==> src/inc/jrs_pkg.sv <==
// constants, packet words and segment sequences for the readback sequencer
// Functional notes
// - load eleven readback packet words, MSB first
// - packet bits with TMS low, last high
// - two TMS-high then two low to Shift-IR
// - output instruction LSB first, MSB exits
// - two TMS-high then two low to Shift-DR
// - clock readback bits, last with TMS high
// - Select-IR, Shift-IR, then three highs to Select-DR
// - direct mode reads with direct read instruction, then loads config-in
// - direct mode ends with CRC reset packets
// - compare unmasked bits, ignore mask-one bits
// - first mask bit aligns first readback bit
// - expected stream includes pad frame, masked only where mask bits say
// - host itself switches from write to read
// - packet words have fixed roles in order
package jrs_pkg;
  // link timing: host divides its own clock down to TCK
  localparam int SYS_PERIOD_NS = 50;
  localparam int TCK_PERIOD_NS = 400;
  localparam int TCK_HALF_CYC  = TCK_PERIOD_NS / (2 * SYS_PERIOD_NS);

  // instruction register codes, ten bits, LSB shifted first
  localparam int         IR_LEN     = 10;
  localparam logic [9:0] IR_CFG_IN  = 10'h3C5;
  localparam logic [9:0] IR_CFG_OUT = 10'h3C4;

  // segment lengths in packet words and in TCK cycles
  localparam int PKT_WORDS = 11;
  localparam int CRC_WORDS = 7;
  localparam int PKT_BITS  = PKT_WORDS * 32;
  localparam int CRC_BITS  = CRC_WORDS * 32;

  // fixed walks between tap states, in TCK cycles
  localparam int LEN_HI5 = 5;
  localparam int LEN_LO1 = 1;
  localparam int LEN_HI2 = 2;
  localparam int LEN_LO2 = 2;
  localparam int LEN_HI3 = 3;

  // readback packets: dummy, sync, noop, cmd hdr, read config, address hdr,
  // address zero, frame readout hdr, count hdr, two flush noops
  localparam logic [31:0] PKT_RB [0:PKT_WORDS-1] = '{
    32'hFFFF_FFFF, 32'hAA99_5566, 32'h2000_0000, 32'h3000_8001,
    32'h0000_0004, 32'h3000_2001, 32'h0000_0000, 32'h2800_6000,
    32'h4802_4090, 32'h2000_0000, 32'h2000_0000};

  // crc clean-up: dummy, sync, noop, cmd hdr, crc reset, two flush noops
  localparam logic [31:0] PKT_CRC [0:CRC_WORDS-1] = '{
    32'hFFFF_FFFF, 32'hAA99_5566, 32'h2000_0000, 32'h3000_8001,
    32'h0000_0007, 32'h2000_0000, 32'h2000_0000};

  typedef enum logic [3:0] {
    K_HI5, K_LO1, K_HI2, K_LO2, K_HI3, K_IR_IN, K_IR_OUT, K_IR_DIR,
    K_PKT, K_CRC, K_RB, K_END
  } jrs_seg_t;

  localparam int SEQ_LEN = 18;

  // standard flow through the configuration-input register
  localparam jrs_seg_t SEQ_STD [0:SEQ_LEN-1] = '{
    K_HI5, K_LO1, K_HI2, K_LO2, K_IR_IN, K_HI2, K_LO2, K_PKT, K_HI3,
    K_LO2, K_IR_OUT, K_HI2, K_LO2, K_RB, K_HI3, K_LO2, K_HI3, K_END};

  // direct read flow, followed by crc clean-up packets
  localparam jrs_seg_t SEQ_DIR [0:SEQ_LEN-1] = '{
    K_HI5, K_LO1, K_HI2, K_LO2, K_IR_DIR, K_HI2, K_LO2, K_RB, K_HI3,
    K_LO2, K_IR_IN, K_HI2, K_LO2, K_CRC, K_HI3, K_LO2, K_HI3, K_END};

  typedef enum logic {ST_IDLE, ST_RUN} jrs_state_t;
endpackage

==> src/jrs_host.sv <==
// readback sequencer host: tap driver, verifier and readback word fifo
`timescale 1ns/1ns

module jrs_fifo #(
  parameter int WIDTH = 32,
  parameter int DEPTH = 4
) (
  input  wire logic             clk,
  input  wire logic             rst_b,
  input  wire logic             in_valid,
  output logic                  in_ready,
  input  wire logic [WIDTH-1:0] in_data,
  output logic                  out_valid,
  input  wire logic             out_ready,
  output logic      [WIDTH-1:0] out_data
);
  localparam int AW = $clog2(DEPTH);

  logic [WIDTH-1:0] mem [0:DEPTH-1];
  logic [AW-1:0]    wptr;
  logic [AW-1:0]    rptr;
  logic [AW-1:0]    rptr_inc;
  logic [AW-1:0]    next_rptr;
  logic [AW:0]      count;
  logic [AW:0]      next_count;
  logic             push;
  logic             pop;
  logic             head_bypass;

  // ready follows the count; valid and the head word come from flops so the
  // user sees clean pins, at the price of a small bypass path
  assign in_ready    = (count != (AW+1)'(DEPTH));
  assign push        = in_valid && in_ready;
  assign pop         = out_valid && out_ready;
  assign rptr_inc    = (rptr == AW'(DEPTH-1)) ? '0 : rptr + 1'b1;
  assign next_rptr   = pop ? rptr_inc : rptr;
  assign next_count  = count + (AW+1)'(push) - (AW+1)'(pop);
  // a word pushed into the slot that becomes head is not in the array yet
  assign head_bypass = push && (wptr == next_rptr);

  // storage has no reset; only pointers and count carry control state
  always_ff @(posedge clk) begin
    if (push) begin
      mem[wptr] <= in_data;
    end
  end

  // pointers wrap at depth, which need not be a power of two
  always_ff @(posedge clk or negedge rst_b) begin
    if (!rst_b) begin
      wptr  <= '0;
      rptr  <= '0;
      count <= '0;
    end else begin
      if (push) begin
        wptr <= (wptr == AW'(DEPTH-1)) ? '0 : wptr + 1'b1;
      end
      rptr  <= next_rptr;
      count <= next_count;
    end
  end

  // registered head: valid mirrors the next count, data the next head slot
  always_ff @(posedge clk or negedge rst_b) begin
    if (!rst_b) begin
      out_valid <= 1'b0;
      out_data  <= '0;
    end else begin
      out_valid <= (next_count != '0);
      out_data  <= head_bypass ? in_data : mem[next_rptr];
    end
  end
endmodule

module jrs_host #(
  parameter int         RB_BITS = 1024,
  parameter int         CW      = 20,
  parameter logic [9:0] IR_DIR  = 10'h3C2,
  parameter int         DEPTH   = 4
) (
  input  wire logic          SYS_CLK,
  input  wire logic          RST_B,
  input  wire logic          START,
  input  wire logic          MODE_DIRECT,
  output logic               TCK,
  output logic               TMS,
  output logic               TDI,
  input  wire logic          TDO,
  input  wire logic          EXP_VALID,
  input  wire logic          EXP_BIT,
  input  wire logic          MASK_BIT,
  output logic               EXP_READY,
  output logic        [31:0] RD_DATA,
  output logic               RD_VALID,
  input  wire logic          RD_READY,
  output logic               BUSY,
  output logic               DONE,
  output logic               PASS,
  output logic               MISMATCH,
  output logic      [CW-1:0] MISMATCH_POS
);
  localparam int DW = $clog2(jrs_pkg::TCK_HALF_CYC + 1);

  jrs_pkg::jrs_state_t state;
  jrs_pkg::jrs_seg_t   cur_kind;
  jrs_pkg::jrs_seg_t   nkind;
  logic [4:0]          seg;
  logic [4:0]          nseg;
  logic [CW-1:0]       bitc;
  logic [CW-1:0]       nbit;
  logic [CW-1:0]       rb_pos;
  logic [DW-1:0]       div;
  logic                mode;
  logic                last_bit;
  logic                tick;
  logic                stall;
  logic                cap_pend;
  logic                tdo_m;
  logic                tdo_s;
  logic [31:0]         word;
  logic                push;
  logic                fifo_ready;

  // segment kind for a step of the selected flow
  function automatic jrs_pkg::jrs_seg_t kind_of(input logic m, input logic [4:0] s);
    kind_of = m ? jrs_pkg::SEQ_DIR[s] : jrs_pkg::SEQ_STD[s];
  endfunction

  // length of a segment in TCK cycles
  function automatic logic [CW-1:0] len_of(input jrs_pkg::jrs_seg_t k);
    case (k)
      jrs_pkg::K_HI5:    len_of = CW'(jrs_pkg::LEN_HI5);
      jrs_pkg::K_LO1:    len_of = CW'(jrs_pkg::LEN_LO1);
      jrs_pkg::K_HI2:    len_of = CW'(jrs_pkg::LEN_HI2);
      jrs_pkg::K_LO2:    len_of = CW'(jrs_pkg::LEN_LO2);
      jrs_pkg::K_HI3:    len_of = CW'(jrs_pkg::LEN_HI3);
      jrs_pkg::K_IR_IN:  len_of = CW'(jrs_pkg::IR_LEN);
      jrs_pkg::K_IR_OUT: len_of = CW'(jrs_pkg::IR_LEN);
      jrs_pkg::K_IR_DIR: len_of = CW'(jrs_pkg::IR_LEN);
      jrs_pkg::K_PKT:    len_of = CW'(jrs_pkg::PKT_BITS);
      jrs_pkg::K_CRC:    len_of = CW'(jrs_pkg::CRC_BITS);
      jrs_pkg::K_RB:     len_of = CW'(RB_BITS);
      default:           len_of = CW'(1);
    endcase
  endfunction

  // tms per bit: shift segments raise it only on their final bit
  function automatic logic tms_of(input jrs_pkg::jrs_seg_t k, input logic [CW-1:0] b);
    case (k)
      jrs_pkg::K_HI5, jrs_pkg::K_HI2, jrs_pkg::K_HI3: tms_of = 1'b1;
      jrs_pkg::K_LO1, jrs_pkg::K_LO2:                 tms_of = 1'b0;
      jrs_pkg::K_IR_IN, jrs_pkg::K_IR_OUT, jrs_pkg::K_IR_DIR, jrs_pkg::K_PKT,
      jrs_pkg::K_CRC, jrs_pkg::K_RB: tms_of = (b == len_of(k) - 1'b1);
      default:                       tms_of = 1'b1;
    endcase
  endfunction

  // tdi per bit: instructions lsb first, packet words msb first
  function automatic logic tdi_of(input jrs_pkg::jrs_seg_t k, input logic [CW-1:0] b);
    case (k)
      jrs_pkg::K_IR_IN:  tdi_of = jrs_pkg::IR_CFG_IN[b[3:0]];
      jrs_pkg::K_IR_OUT: tdi_of = jrs_pkg::IR_CFG_OUT[b[3:0]];
      jrs_pkg::K_IR_DIR: tdi_of = IR_DIR[b[3:0]];
      jrs_pkg::K_PKT:    tdi_of = jrs_pkg::PKT_RB[b[8:5]][5'd31 - b[4:0]];
      jrs_pkg::K_CRC:    tdi_of = jrs_pkg::PKT_CRC[b[7:5]][5'd31 - b[4:0]];
      default:           tdi_of = 1'b0;
    endcase
  endfunction

  // where the walk goes after the current bit
  always_comb begin
    cur_kind = kind_of(mode, seg);
    last_bit = (bitc == len_of(cur_kind) - 1'b1);
    nseg     = last_bit ? seg + 1'b1 : seg;
    nbit     = last_bit ? '0 : bitc + 1'b1;
    nkind    = kind_of(mode, nseg);
  end

  // hold the clock while the verifier or the fifo cannot take a bit
  // stalling only in the high phase leaves tdo untouched, since the device
  // moves it on the fall; the cost is a stretched link period
  assign stall = TCK && cap_pend && !(EXP_VALID && fifo_ready);
  assign tick  = (div == DW'(jrs_pkg::TCK_HALF_CYC - 1)) && !stall;

  // two flops on the returning data; only the second is read
  // the first flop may go metastable, so no other logic may look at it
  always_ff @(posedge SYS_CLK or negedge RST_B) begin
    if (!RST_B) begin
      tdo_m <= 1'b0;
      tdo_s <= 1'b0;
    end else begin
      tdo_m <= TDO;
      tdo_s <= tdo_m;
    end
  end

  // half-period divider; TCK is made here, not sampled
  // it rests at zero in idle so the first rise always comes a full
  // half period after a start is taken
  always_ff @(posedge SYS_CLK or negedge RST_B) begin
    if (!RST_B) begin
      div <= '0;
    end else if (state == jrs_pkg::ST_IDLE || tick) begin
      div <= '0;
    end else if (!stall) begin
      div <= div + 1'b1;
    end
  end

  // sequencer: pins change on falling tck, device samples on rising tck
  // launching with the fall gives the device a whole half period of setup
  // before it samples, whatever the stall stretching does to the high phase
  // the host alone decides the write-to-read switch, no file marks it
  always_ff @(posedge SYS_CLK or negedge RST_B) begin
    if (!RST_B) begin
      state <= jrs_pkg::ST_IDLE;
      mode  <= 1'b0;
      seg   <= '0;
      bitc  <= '0;
      TCK   <= 1'b0;
      TMS   <= 1'b1;
      TDI   <= 1'b0;
      BUSY  <= 1'b0;
      DONE  <= 1'b0;
    end else begin
      case (state)
        jrs_pkg::ST_IDLE: begin
          if (START) begin
            state <= jrs_pkg::ST_RUN;
            mode  <= MODE_DIRECT;
            seg   <= '0;
            bitc  <= '0;
            TMS   <= 1'b1;
            TDI   <= 1'b0;
            BUSY  <= 1'b1;
            DONE  <= 1'b0;
          end
        end
        jrs_pkg::ST_RUN: begin
          if (tick && !TCK) begin
            TCK <= 1'b1;
          end else if (tick) begin
            TCK <= 1'b0;
            if (nkind == jrs_pkg::K_END) begin
              state <= jrs_pkg::ST_IDLE;
              BUSY  <= 1'b0;
              DONE  <= 1'b1;
              TMS   <= 1'b1;
              TDI   <= 1'b0;
            end else begin
              seg  <= nseg;
              bitc <= nbit;
              TMS  <= tms_of(nkind, nbit);
              TDI  <= tdi_of(nkind, nbit);
            end
          end
        end
        default: begin
          state <= jrs_pkg::ST_IDLE;
        end
      endcase
    end
  end

  // a readback bit is marked at rising tck and taken at the next fall
  always_ff @(posedge SYS_CLK or negedge RST_B) begin
    if (!RST_B) begin
      cap_pend <= 1'b0;
      rb_pos   <= '0;
    end else if (state == jrs_pkg::ST_IDLE) begin
      cap_pend <= 1'b0;
      rb_pos   <= '0;
    end else if (tick && !TCK) begin
      cap_pend <= (cur_kind == jrs_pkg::K_RB);
    end else if (tick && cap_pend) begin
      cap_pend <= 1'b0;
      rb_pos   <= rb_pos + 1'b1;
    end
  end

  // pad frame comes first; the first mask bit meets the first data bit
  // only the first failure is kept, so the position points at the root
  // cause rather than at whatever follows it
  always_ff @(posedge SYS_CLK or negedge RST_B) begin
    if (!RST_B) begin
      MISMATCH     <= 1'b0;
      MISMATCH_POS <= '0;
      EXP_READY    <= 1'b0;
      PASS         <= 1'b0;
    end else begin
      EXP_READY <= tick && TCK && cap_pend;
      if (state == jrs_pkg::ST_IDLE && START) begin
        MISMATCH     <= 1'b0;
        MISMATCH_POS <= '0;
        PASS         <= 1'b0;
      end else if (tick && TCK && cap_pend) begin
        // mask one means don't care: user or null memory
        if (!MASK_BIT && (tdo_s != EXP_BIT) && !MISMATCH) begin
          MISMATCH     <= 1'b1;
          MISMATCH_POS <= rb_pos;
        end
      end else if (tick && TCK && nkind == jrs_pkg::K_END) begin
        PASS <= !MISMATCH;
      end
    end
  end

  // pack bits msb first; a short final word is pushed left aligned
  // push lands one cycle late; the fifo cannot fill meanwhile because
  // the next capture is at least one link period away
  always_ff @(posedge SYS_CLK or negedge RST_B) begin
    if (!RST_B) begin
      word <= '0;
      push <= 1'b0;
    end else begin
      push <= 1'b0;
      if (tick && TCK && cap_pend) begin
        word <= {word[30:0], tdo_s};
        push <= (rb_pos[4:0] == 5'd31) || (rb_pos == CW'(RB_BITS - 1));
        if (rb_pos == CW'(RB_BITS - 1) && rb_pos[4:0] != 5'd31) begin
          word <= {word[30:0], tdo_s} << (5'd31 - rb_pos[4:0]);
        end
      end
    end
  end

  // readback words toward the user; a stalled reader stalls tck
  jrs_fifo #(
    .WIDTH (32),
    .DEPTH (DEPTH)
  ) u_fifo (
    .clk       (SYS_CLK),
    .rst_b     (RST_B),
    .in_valid  (push),
    .in_ready  (fifo_ready),
    .in_data   (word),
    .out_valid (RD_VALID),
    .out_ready (RD_READY),
    .out_data  (RD_DATA)
  );
endmodule

==> config.mk <==
export PLATFORM = sky130hd
export DESIGN_NAME = jrs_host
export DESIGN_NICKNAME = d
export VERILOG_FILES = /design/src/inc/jrs_pkg.sv /design/src/jrs_host.sv
export SDC_FILE = /design/constraint.sdc
export NUM_CORES = 1
export LEC_CHECK = 0
export BUFFER_PORTS_ARGS = -buffer_cell sky130_fd_sc_hd__buf_2
export CORE_AREA = 2 2 182 184
export DETAILED_ROUTE_END_ITERATION = 12
export DIE_AREA = 0 0 184 186
export PLACE_DENSITY = 0.66
export REMOVE_ABC_BUFFERS = 1
export SLEW_MARGIN = 0
export SYNTH_ARGS = -nofsm -noshare
export SYNTH_HDL_FRONTEND = slang
export SYNTH_SLANG_ARGS = --single-unit
==> constraint.sdc <==
create_clock -name SYS_CLK -period 23.5 [get_ports SYS_CLK]
set_input_delay 1.175 -clock SYS_CLK [delete_from_list [all_inputs] [get_ports SYS_CLK]]
set_output_delay 1.175 -clock SYS_CLK [all_outputs]
set_load 0.005 [all_outputs]
==> run summary, run 1 <==
status: finished clean
r2r worst-path depth: 32
slew margin rel.: 0.200
CTS H-Tree Depth: 1
Seq/Total Area, Yosys: 0.486
vias per cell: 5.88
area delta synth->final: 10.3%
flop2flop setup slack: 14.84 ns
Placed Area: 16500 µm²
Final Instance Area: 17500 µm²
Ys Warns: 0
syn avg cell area: 9.29 µm²
routed wire length: 39500 µm
Clk pin slew, worst setup/hold paths: 0.06 ns
via count: 12600
post-detail-place hpwl: 25600 µm
drt first pass iters: 5
CP Class: reg2reg
vias in the first global route: 12200
prevailing post-synth register cell: dfrtp_1
Tcrit/Tclk final: 0.369
Post-Syn Instances: 1707
initial antenna violation count: 0
Overflow after GRT: 0
Min-Delay Startpoint: tdo_m$_DFF_PN0_
CTS buffer count: 31
Hold Path Stages: 0
Core Region: 32200 µm²
CP max-delay cell: dfrtp_1
worst hold path type: reg2reg
Yosys cell types: 98
startpoint types: register
Tmin final: 8.66 ns
critical path data arrival time: 9.17 ns
post-CTS resize count: 0
post-route ant nets: 0
IO Port Bufs: 69
maximum VDD drop: 0.0603 mV
mapped cell area: 15900 µm²
Post-synth EDFFs: 128
worst-path fanout max: 21
worst-skew pair later-pin latency: 0.57 ns
Async SR Flop Fraction: 0.546
TritonCTS clock tree: yes
Fmax: 0.115 GHz
Final #Nets: 1759
routability cong.: 0.941
first-pass GRT wire length: 64600 µm
routed len/inst: 18.4 µm
CTS Sinks: 282
RR Endpoint: TMS$_DFFE_PN1P_
Setup Skew: 0.0170 ns
Final TNS setup: 0 ns
RSZ-0062 raised after global routing: false
Cell Pwr Density: 88.0 nW/µm²
crit end category: register
CTS hold repair buffers: 0
Post-CTS Repair Setup Buffers: 0
commonest non-fill, non-tap cell in the layout: nand2_1
Lkg Pwr: 7.02 nW
# diodes: 0
Final Max Tran Viols: 0
CTS root buf: clkbuf_16
Max Cap Viol: 0
final count of hold timing violations: 0
Hold Path Sink: tdo_s$_DFF_PN0_
slew at the pin closest to its max-slew limit: 1.19 ns
initial drt markers: 1029
DIE HEIGHT: 186 µm
largest net degree at the start of global routing: 88
DR DRC count: 0
initial core utilization: 0.492
CTS max path bufs: 3
share of layout cells above drive strength 1: 0.117
worst r2r src: seg[0]$_DFFE_PN0P_
GRT Total Usage: 0.234
#FFs+latches synth: 282
Die Area: 34200 µm²
chip width: 184 µm
worst endpoint required time: 24.01 ns
Setup-failing EPs final: 0
commonest cells after routing, fill and taps aside: nand2_1 (346), o21ai_0 (173), dfrtp_1 (152)
io pins: 70
max incr delay on CP: 0.75 ns
Row Count: 66
Yosys cell counts (15+ instances only):
library cell / count / share of area
nand2_1: 346 / 0.082
o21ai_0: 173 / 0.055
dfrtp_1: 153 / 0.24
edfxtp_1: 128 / 0.24
nor2_1: 113 / 0.027
nand3_1: 91 / 0.029
clkbuf_1: 86 / 0.020
mux2i_1: 64 / 0.040
a21oi_1: 55 / 0.017
xnor2_1: 36 / 0.020
inv_1: 33 / 0.0078
ha_1: 31 / 0.024
o211ai_1: 30 / 0.014
a31oi_1: 27 / 0.011
and3_1: 27 / 0.011
and2_1: 21 / 0.0083
nor3_1: 20 / 0.0063
mux2_2: 16 / 0.011
nor2b_1: 16 / 0.0063
o31ai_1: 16 / 0.0076
nand2b_1: 15 / 0.0059
nand4_1: 15 / 0.0059
per-stage QoR:
stage                     setup slack, ns  power [mW]  hold WS (ns)  utilization  std cells
after floorplan                     14.60       0.919         0.331            -       1591
after global placement              15.22        1.06         0.342        0.512       2093
after detailed placement            15.05        1.07         0.340        0.512       2093
after CTS                           14.98        1.55         0.361        0.543       2151
after global routing                14.05        1.63         0.360        0.543       2151
final                               14.84        1.54         0.354        0.543       2151
cell families (layout without fill, tap and decap cells):
group	count (synthesis)	count (layout)	share of synthesized area
flops	282	282	0.486
simple gates	710	710	0.206
buf+inv	151	187	0.0384
xor+xnor	47	47	0.0260
mux	81	81	0.0532
fa+ha+maj	32	32	0.0257
compound gates	404	404	0.166
final cells by class:
| class | count | area [µm²] |
|---|---|---|
| tap | 408 | 510 |
| inverter | 35 | 131 |
| clock buffer | 47 | 876 |
| clock inverter | 11 | 128 |
| sequential | 282 | 7700 |
| fill | 2884 | 14700 |
| multi-input combinational | 1274 | 7600 |
| timing repair buffer | 94 | 539 |
critical path, delay by kind of cell (launching register included):
family	cells	cell delay [ns]
adders and majority gates	4	1.26
xor gates and xnor gates	3	0.48
muxes	1	0.16
DFF	1	0.75
AOI/OAI and AO/OA	13	3.38
buffers and inverters	3	0.70
and+or+nand+nor	8	1.86
flip-flops by register name, summed over array words and instances (netlist names), 2 cells and up:
name	count
rb_pos	20
div	3
u_fifo.mem	128
u_fifo.wptr	2
u_fifo.out_data	32
u_fifo.rptr	2
bitc	20
seg	5
MISMATCH_POS	20
u_fifo.count	3
word	32
report_power, final:
part / switching [mW] / total, mW / internal, mW
clock: 0.198 / 0.478 / 0.280
sequential: 0.0251 / 0.574 / 0.548
combinational: 0.318 / 0.487 / 0.168
total: 0.542 / 1.54 / 0.997
layer usage:
layer	wire [µm]	vias up	track usage
met1	18000	6106	0.314
met3	1750	77	0.0252
met2	18700	345	0.400
met4	1050	0	0.0698
li1	-	6111	-
met5	0	-	0
worst max path at each step:
stage	start	end	slack (ns)	cells past startpoint
2_1_floorplan	seg[0]$_DFFE_PN0P_	seg[0]$_DFFE_PN0P_	14.60	28
3_3_place_gp	seg[0]$_DFFE_PN0P_	TMS$_DFFE_PN1P_	15.22	32
3_5_place_dp	seg[0]$_DFFE_PN0P_	TMS$_DFFE_PN1P_	15.05	32
4_1_cts	seg[0]$_DFFE_PN0P_	TMS$_DFFE_PN1P_	14.98	32
5_1_grt	seg[0]$_DFFE_PN0P_	TMS$_DFFE_PN1P_	14.05	33
6_report	seg[0]$_DFFE_PN0P_	TMS$_DFFE_PN1P_	14.84	32
(Power assumes the default switching activity.)
==> run 2: changes to the inputs <==
==> constraint.sdc (replaced) <==
create_clock -name SYS_CLK -period 8.55 [get_ports SYS_CLK]
set_input_delay 0.4275 -clock SYS_CLK [delete_from_list [all_inputs] [get_ports SYS_CLK]]
set_output_delay 0.4275 -clock SYS_CLK [all_outputs]
set_load 0.005 [all_outputs]
==> run summary, run 2 (synthesis results as in run 1) <==
status: finished clean (unchanged)
Most Frequent Cell on Critical Path: o21ai_0
Top reg by flops: u_fifo.mem (unchanged)
Setup Skew: 0.0173 ns (was 0.0170 ns)
CTS Sinks: 282 (unchanged)
Placed Area: 16500 µm² (about the same)
CTS max path bufs: 3 (unchanged)
slew at the pin closest to its max-slew limit: 0.998 ns (was 1.19 ns)
placed instance count: 2097 (was 2093)
Regs by FF count: u_fifo.mem: 128 flops, u_fifo.out_data: 32 flops, word: 32 flops (unchanged)
Clk pin slew, worst setup/hold paths: 0.07 ns (was 0.06 ns)
DIE HEIGHT: 186 µm (unchanged)
maximum VDD drop: 0.172 mV (was 0.0603 mV)
worst-skew pair later-pin latency: 0.57 ns (about the same)
DR DRC count: 0 (unchanged)
Crit path max-delay family: compound AO/OA/AOI/OAI gates (unchanged)
CP Class: reg2reg (unchanged)
vias per cell: 5.92 (was 5.88)
routed len/inst: 18.6 µm (was 18.4 µm)
clock share of power: 0.297 (was 0.311)
max incr delay on CP: 0.57 ns (was 0.75 ns)
CTS H-Tree Depth: 1 (unchanged)
Post-CTS Repair Setup Buffers: 0 (unchanged)
worst-path fanout max: 10 (was 21)
chip width: 184 µm (unchanged)
via count: 12800 (was 12600)
Pwr Total: 4.37 mW (was 1.54 mW)
Flop pwr share: 0.360 (was 0.373)
IO Port Bufs: 69 (unchanged)
Internal: 2.81 mW (was 0.997 mW)
Overflow after GRT: 0 (unchanged)
TritonCTS clock tree: yes (unchanged)
startpoint types: register (unchanged)
initial core utilization: 0.492 (unchanged)
Final Max Tran Viols: 0 (unchanged)
Row Count: 66 (unchanged)
Non-Filler Instances: 2155 (was 2151)
CTS root buf: clkbuf_16 (unchanged)
Max Cap Viol: 0 (unchanged)
Final #Nets: 1764 (was 1759)
area delta synth->final: 10.6% (was 10.3%)
max reg flops: 128 (unchanged)
crit end category: register (unchanged)
Final Core Density: 0.544 (was 0.543)
worst hold path type: in2reg (was reg2reg)
worst endpoint required time: 9.06 ns (was 24.01 ns)
commonest cells after routing, fill and taps aside: nand2_1 (346), o21ai_0 (173), dfrtp_1 (152) (unchanged)
hold_ws: 0.0613 ns (was 0.354 ns)
fill count: 2937 (was 2884)
switch share: 0.357 (was 0.352)
routability cong.: 0.906 (was 0.941)
# diodes: 0 (unchanged)
slew margin rel.: 0.334 (was 0.200)
commonest non-fill, non-tap cell in the layout: nand2_1 (unchanged)
critical path data arrival time: 8.50 ns (was 9.17 ns)
post-route ant nets: 0 (unchanged)
Setup-failing EPs final: 0 (unchanged)
drt first pass iters: 5 (unchanged)
Lkg Pwr: 6.92 nW (was 7.02 nW)
RSZ-0062 raised after global routing: false (unchanged)
vias in the first global route: 12000 (was 12200)
CP max-delay cell: or4b_1 (was dfrtp_1)
routed wire length: 40000 µm (was 39500 µm)
crit path buf inv count: 2 (was 3)
share of layout cells above drive strength 1: 0.120 (was 0.117)
io pins: 70 (unchanged)
Core Region: 32200 µm² (unchanged)
initial drt markers: 904 (was 1029)
largest net degree at the start of global routing: 86 (was 88)
Psw: 1.56 mW (was 0.542 mW)
Fmax: 0.125 GHz (was 0.115 GHz)
post-detail-place hpwl: 25900 µm (was 25600 µm)
initial antenna violation count: 0 (unchanged)
final count of hold timing violations: 0 (unchanged)
first-pass GRT wire length: 64900 µm (was 64600 µm)
Gate power share: 0.344 (was 0.316)
Die Area: 34200 µm² (unchanged)
GRT Total Usage: 0.235 (was 0.234)
Final Instance Area: 17500 µm² (about the same)
Tcrit/Tclk final: 0.935 (was 0.369)
Tmin final: 7.99 ns (was 8.66 ns)
CTS buffer count: 30 (was 31)
Cell Pwr Density: 249 nW/µm² (was 88.0 nW/µm²)
==> run 2: cell type report <==
class | instances | area, µm² | area share
sequential | 282 | 7700 | 0.439
multi-input combinational | 1274 | 7600 | 0.433
clock buffer | 46 | 901 | 0.0514
timing repair buffer | 100 | 589 | 0.0336
tap | 408 | 510 | 0.0291
inverter | 35 | 131 | 0.00749
clock inverter | 10 | 104 | 0.00592
==> run 2: layer usage <==
metal,up-vias,part of all wire,GRT usage
li1,6133,-,-
met1,6193,0.45,0.320
met2,364,0.48,0.395
met3,73,0.046,0.0250
met4,0,0.029,0.0784
met5,-,0,0
==> run 2: repair_timing <==
| action | in CTS | in global routing |
|---|---|---|
| endpoints found under the hold margin | 63 | 0 |
| hold buffers | 2 | 0 |
| gates resized for setup | 0 | 0 |
==> run 2: tightest hold or removal path, delay by kind of cell <==
kind                   cells  cell delay (ns)
buffers and inverters      1             0.08
AND/OR/NAND/NOR            2             0.09
==> run 2: path summary, 6_finish.rpt <==
path | slack, ns | endpoint | startpoint | cells past startpoint
max | 0.56 | TMS$_DFFE_PN1P_ | seg[1]$_DFFE_PN0P_ | 33
min | 0.06 | mode$_DFFE_PN0P_ | MODE_DIRECT | 3
max reg2reg | 0.56 | TMS$_DFFE_PN1P_ | seg[1]$_DFFE_PN0P_ | 33
min reg2reg | 0.35 | tdo_s$_DFF_PN0_ | tdo_m$_DFF_PN0_ | 0
max in group asynchronous | 6.65 | seg[2]$_DFFE_PN0P_ | RST_B | 3
min in group asynchronous | 0.49 | u_fifo.out_data[27]$_DFF_PN0_ | RST_B | 2
==> run 2: power by group through the flow <==
stage | combinational (mW) | sequential (mW) | clock, mW
final | 1.50 | 1.57 | 1.30
after global routing | 1.70 | 1.59 | 1.38
after CTS | 1.52 | 1.57 | 1.32
after detailed placement | 1.50 | 1.60 | 0
after global placement | 1.47 | 1.60 | 0
after floorplan | 1.09 | 1.60 | 0
==> run 2: metrics by stage <==
stage	setup TNS (ns)	setup slack [ns]
2_1_floorplan	-5.25	-0.348
3_3_place_gp	0	0.945
3_5_place_dp	0	0.688
4_1_cts	0	0.655
5_1_grt	0	0.00646
6_report	0	0.560
==> run 3: changes to the inputs <==
--- a/config.mk
+++ b/config.mk
@@ -5,12 +5,13 @@
 export SDC_FILE = /design/constraint.sdc
 export NUM_CORES = 1
 export LEC_CHECK = 0
-export BUFFER_PORTS_ARGS = -buffer_cell sky130_fd_sc_hd__buf_2
 export CORE_AREA = 2 2 182 184
 export DETAILED_ROUTE_END_ITERATION = 12
 export DIE_AREA = 0 0 184 186
-export PLACE_DENSITY = 0.66
+export DONT_BUFFER_PORTS = 1
+export PLACE_DENSITY = 0.64
 export REMOVE_ABC_BUFFERS = 1
+export SKIP_LAST_GASP = 1
 export SLEW_MARGIN = 0
 export SYNTH_ARGS = -nofsm -noshare
 export SYNTH_HDL_FRONTEND = slang
==> run summary, run 3 (synthesis results as in run 1) <==
routed wire length: 39200 µm (was 40000 µm)
startpoint types: register (unchanged)
CTS max path bufs: 3 (unchanged)
slew at the pin closest to its max-slew limit: 1.04 ns (was 0.998 ns)
area delta synth->final: 8.18% (was 10.6%)
CTS buffer count: 29 (was 30)
Final Max Tran Viols: 0 (unchanged)
worst hold path type: in2reg (unchanged)
worst-path fanout max: 9 (was 10)
Hold Path Stages: 3 (unchanged)
worst-skew pair later-pin latency: 0.57 ns (about the same)
Internal: 2.69 mW (was 2.81 mW)
CP max-delay cell: or4b_1 (unchanged)
DR DRC count: 0 (unchanged)
post-route ant nets: 0 (unchanged)
TritonCTS clock tree: yes (unchanged)
chip width: 184 µm (unchanged)
Gate power share: 0.340 (was 0.344)
crit end category: register (unchanged)
CTS Sinks: 282 (unchanged)
Tmin final: 7.73 ns (was 7.99 ns)
Die Area: 34200 µm² (unchanged)
io pins: 70 (unchanged)
Setup-failing EPs final: 0 (unchanged)
max reg flops: 128 (unchanged)
drt first pass iters: 5 (unchanged)
worst endpoint required time: 9.06 ns (about the same)
CTS H-Tree Depth: 1 (unchanged)
wl on met1: 17500 µm (was 17800 µm)
Lkg Pwr: 6.59 nW (was 6.92 nW)
hold_ws: 0.209 ns (was 0.0613 ns)
commonest non-fill, non-tap cell in the layout: nand2_1 (unchanged)
Fmax: 0.129 GHz (was 0.125 GHz)
RSZ-0062 raised after global routing: false (unchanged)
worst r2r src: seg[1]$_DFFE_PN0P_ (unchanged)
switch share: 0.363 (was 0.357)
maximum VDD drop: 0.214 mV (was 0.172 mV)
Max Cap Viol: 0 (unchanged)
Flop pwr share: 0.378 (was 0.360)
Final #Nets: 1701 (was 1764)
Core Region: 32200 µm² (unchanged)
initial core utilization: 0.492 (unchanged)
Non-Filler Instances: 2090 (was 2155)
CTS root buf: clkbuf_16 (unchanged)
routability cong.: 0.908 (was 0.906)
Tcrit/Tclk final: 0.904 (was 0.935)
flop2flop setup slack: 0.82 ns (was 0.56 ns)
initial antenna violation count: 0 (unchanged)
crit path from: seg[1]$_DFFE_PN0P_ (unchanged)
DIE HEIGHT: 186 µm (unchanged)
Psw: 1.53 mW (was 1.56 mW)
met2 routed WL: 18700 µm (was 19200 µm)
GRT Total Usage: 0.233 (was 0.235)
Crit path max-delay family: compound AO/OA/AOI/OAI gates (unchanged)
first-pass GRT wire length: 64000 µm (was 64900 µm)
status: finished clean (unchanged)
vias per cell: 5.90 (was 5.92)
initial drt markers: 658 (was 904)
placed instance count: 2029 (was 2097)
RR Endpoint: TMS$_DFFE_PN1P_ (unchanged)
Regs by FF count: u_fifo.mem: 128 flops, u_fifo.out_data: 32 flops, word: 32 flops (unchanged)
commonest cells after routing, fill and taps aside: nand2_1 (346), o21ai_0 (173), dfrtp_1 (152) (unchanged)
share of layout cells above drive strength 1: 0.0820 (was 0.120)
IO Port Bufs: 0 (was 69)
clock share of power: 0.282 (was 0.297)
post-detail-place hpwl: 25400 µm (was 25900 µm)
final count of hold timing violations: 0 (unchanged)
Cell Pwr Density: 246 nW/µm² (was 249 nW/µm²)
via count: 12300 (was 12800)
routed len/inst: 18.7 µm (was 18.6 µm)
slew margin rel.: 0.304 (was 0.334)
highest routed layer: met4 (unchanged)
Overflow after GRT: 0 (unchanged)
Row Count: 66 (unchanged)
Hold Path Sink: MISMATCH_POS[0]$_DFFE_PN0P_ (was mode$_DFFE_PN0P_)
largest net degree at the start of global routing: 155 (was 86)
r2r worst-path depth: 34 (was 33)
Top reg by flops: u_fifo.mem (unchanged)
critical path data arrival time: 8.24 ns (was 8.50 ns)
Min-Delay Startpoint: MASK_BIT (was MODE_DIRECT)
# diodes: 0 (unchanged)
Setup Skew: 0.0111 ns (was 0.0173 ns)
vias in the first global route: 11600 (was 12000)
Clk pin slew, worst setup/hold paths: 0.07 ns (about the same)
crit path buf inv count: 2 (unchanged)
CP Class: reg2reg (unchanged)
max incr delay on CP: 0.53 ns (was 0.57 ns)
metal3 WL: 1840 µm (was 1830 µm)
[run 3: worst max-delay path by stage]
stage	end	cells after the start	slack (ns)
6_report	TMS$_DFFE_PN1P_	34	0.82
5_1_grt	TMS$_DFFE_PN1P_	32	0.04
4_1_cts	TMS$_DFFE_PN1P_	33	0.78
3_5_place_dp	TMS$_DFFE_PN1P_	33	0.80
3_3_place_gp	TMS$_DFFE_PN1P_	33	1.05
2_1_floorplan	seg[0]$_DFFE_PN0P_	28	-0.35
[run 3: area by class of cell]
| class | count | area [µm²] |
|---|---|---|
| fill | 2897 | 15100 |
| sequential | 282 | 7700 |
| multi-input combinational | 1274 | 7600 |
| clock buffer | 44 | 832 |
| tap | 408 | 510 |
| timing repair buffer | 38 | 315 |
| inverter | 35 | 131 |
| clock inverter | 9 | 63.8 |
[run 3: through the flow]
step           TNS (ns)  area, µm²  worst slack, ns  power (mW)   util
6_report              0      17200            0.822        4.23  0.533
5_1_grt               0      17200           0.0426        4.52  0.533
4_1_cts               0      17100            0.785        4.26  0.532
3_5_place_dp          0      16200            0.799        3.04  0.502
3_3_place_gp          0      16200             1.05        3.02  0.502
2_1_floorplan     -5.25      15400           -0.348        2.69      -
[run 3: tightest hold or removal path, delay by kind of cell]
kind / cells / cell delay [ns]
AND/OR/NAND/NOR: 2 / 0.16
multiplexers: 1 / 0.14
[run 3: power groups by stage]
| stage | clock [mW] | sequential, mW | combinational, mW |
|---|---|---|---|
| 6_report | 1.19 | 1.60 | 1.44 |
| 5_1_grt | 1.28 | 1.61 | 1.63 |
| 4_1_cts | 1.22 | 1.60 | 1.44 |
| 3_5_place_dp | 0 | 1.62 | 1.42 |
| 3_3_place_gp | 0 | 1.62 | 1.39 |
| 2_1_floorplan | 0 | 1.60 | 1.09 |
[run 3: metal layers]
layer | up-vias | GRT usage
met2 | 342 | 0.400
li1 | 5993 | -
met5 | - | 0
met3 | 77 | 0.0258
met4 | 0 | 0.0726
met1 | 5922 | 0.312
[run 3: repair_timing]
item / 4_1_cts / 5_1_grt
endpoints found under the hold margin: 157 / 0
setup buffers: 0 / 3
hold buffers: 5 / 0
gates resized for setup: 0 / 0
setup endpoints to repair: 0 / 1
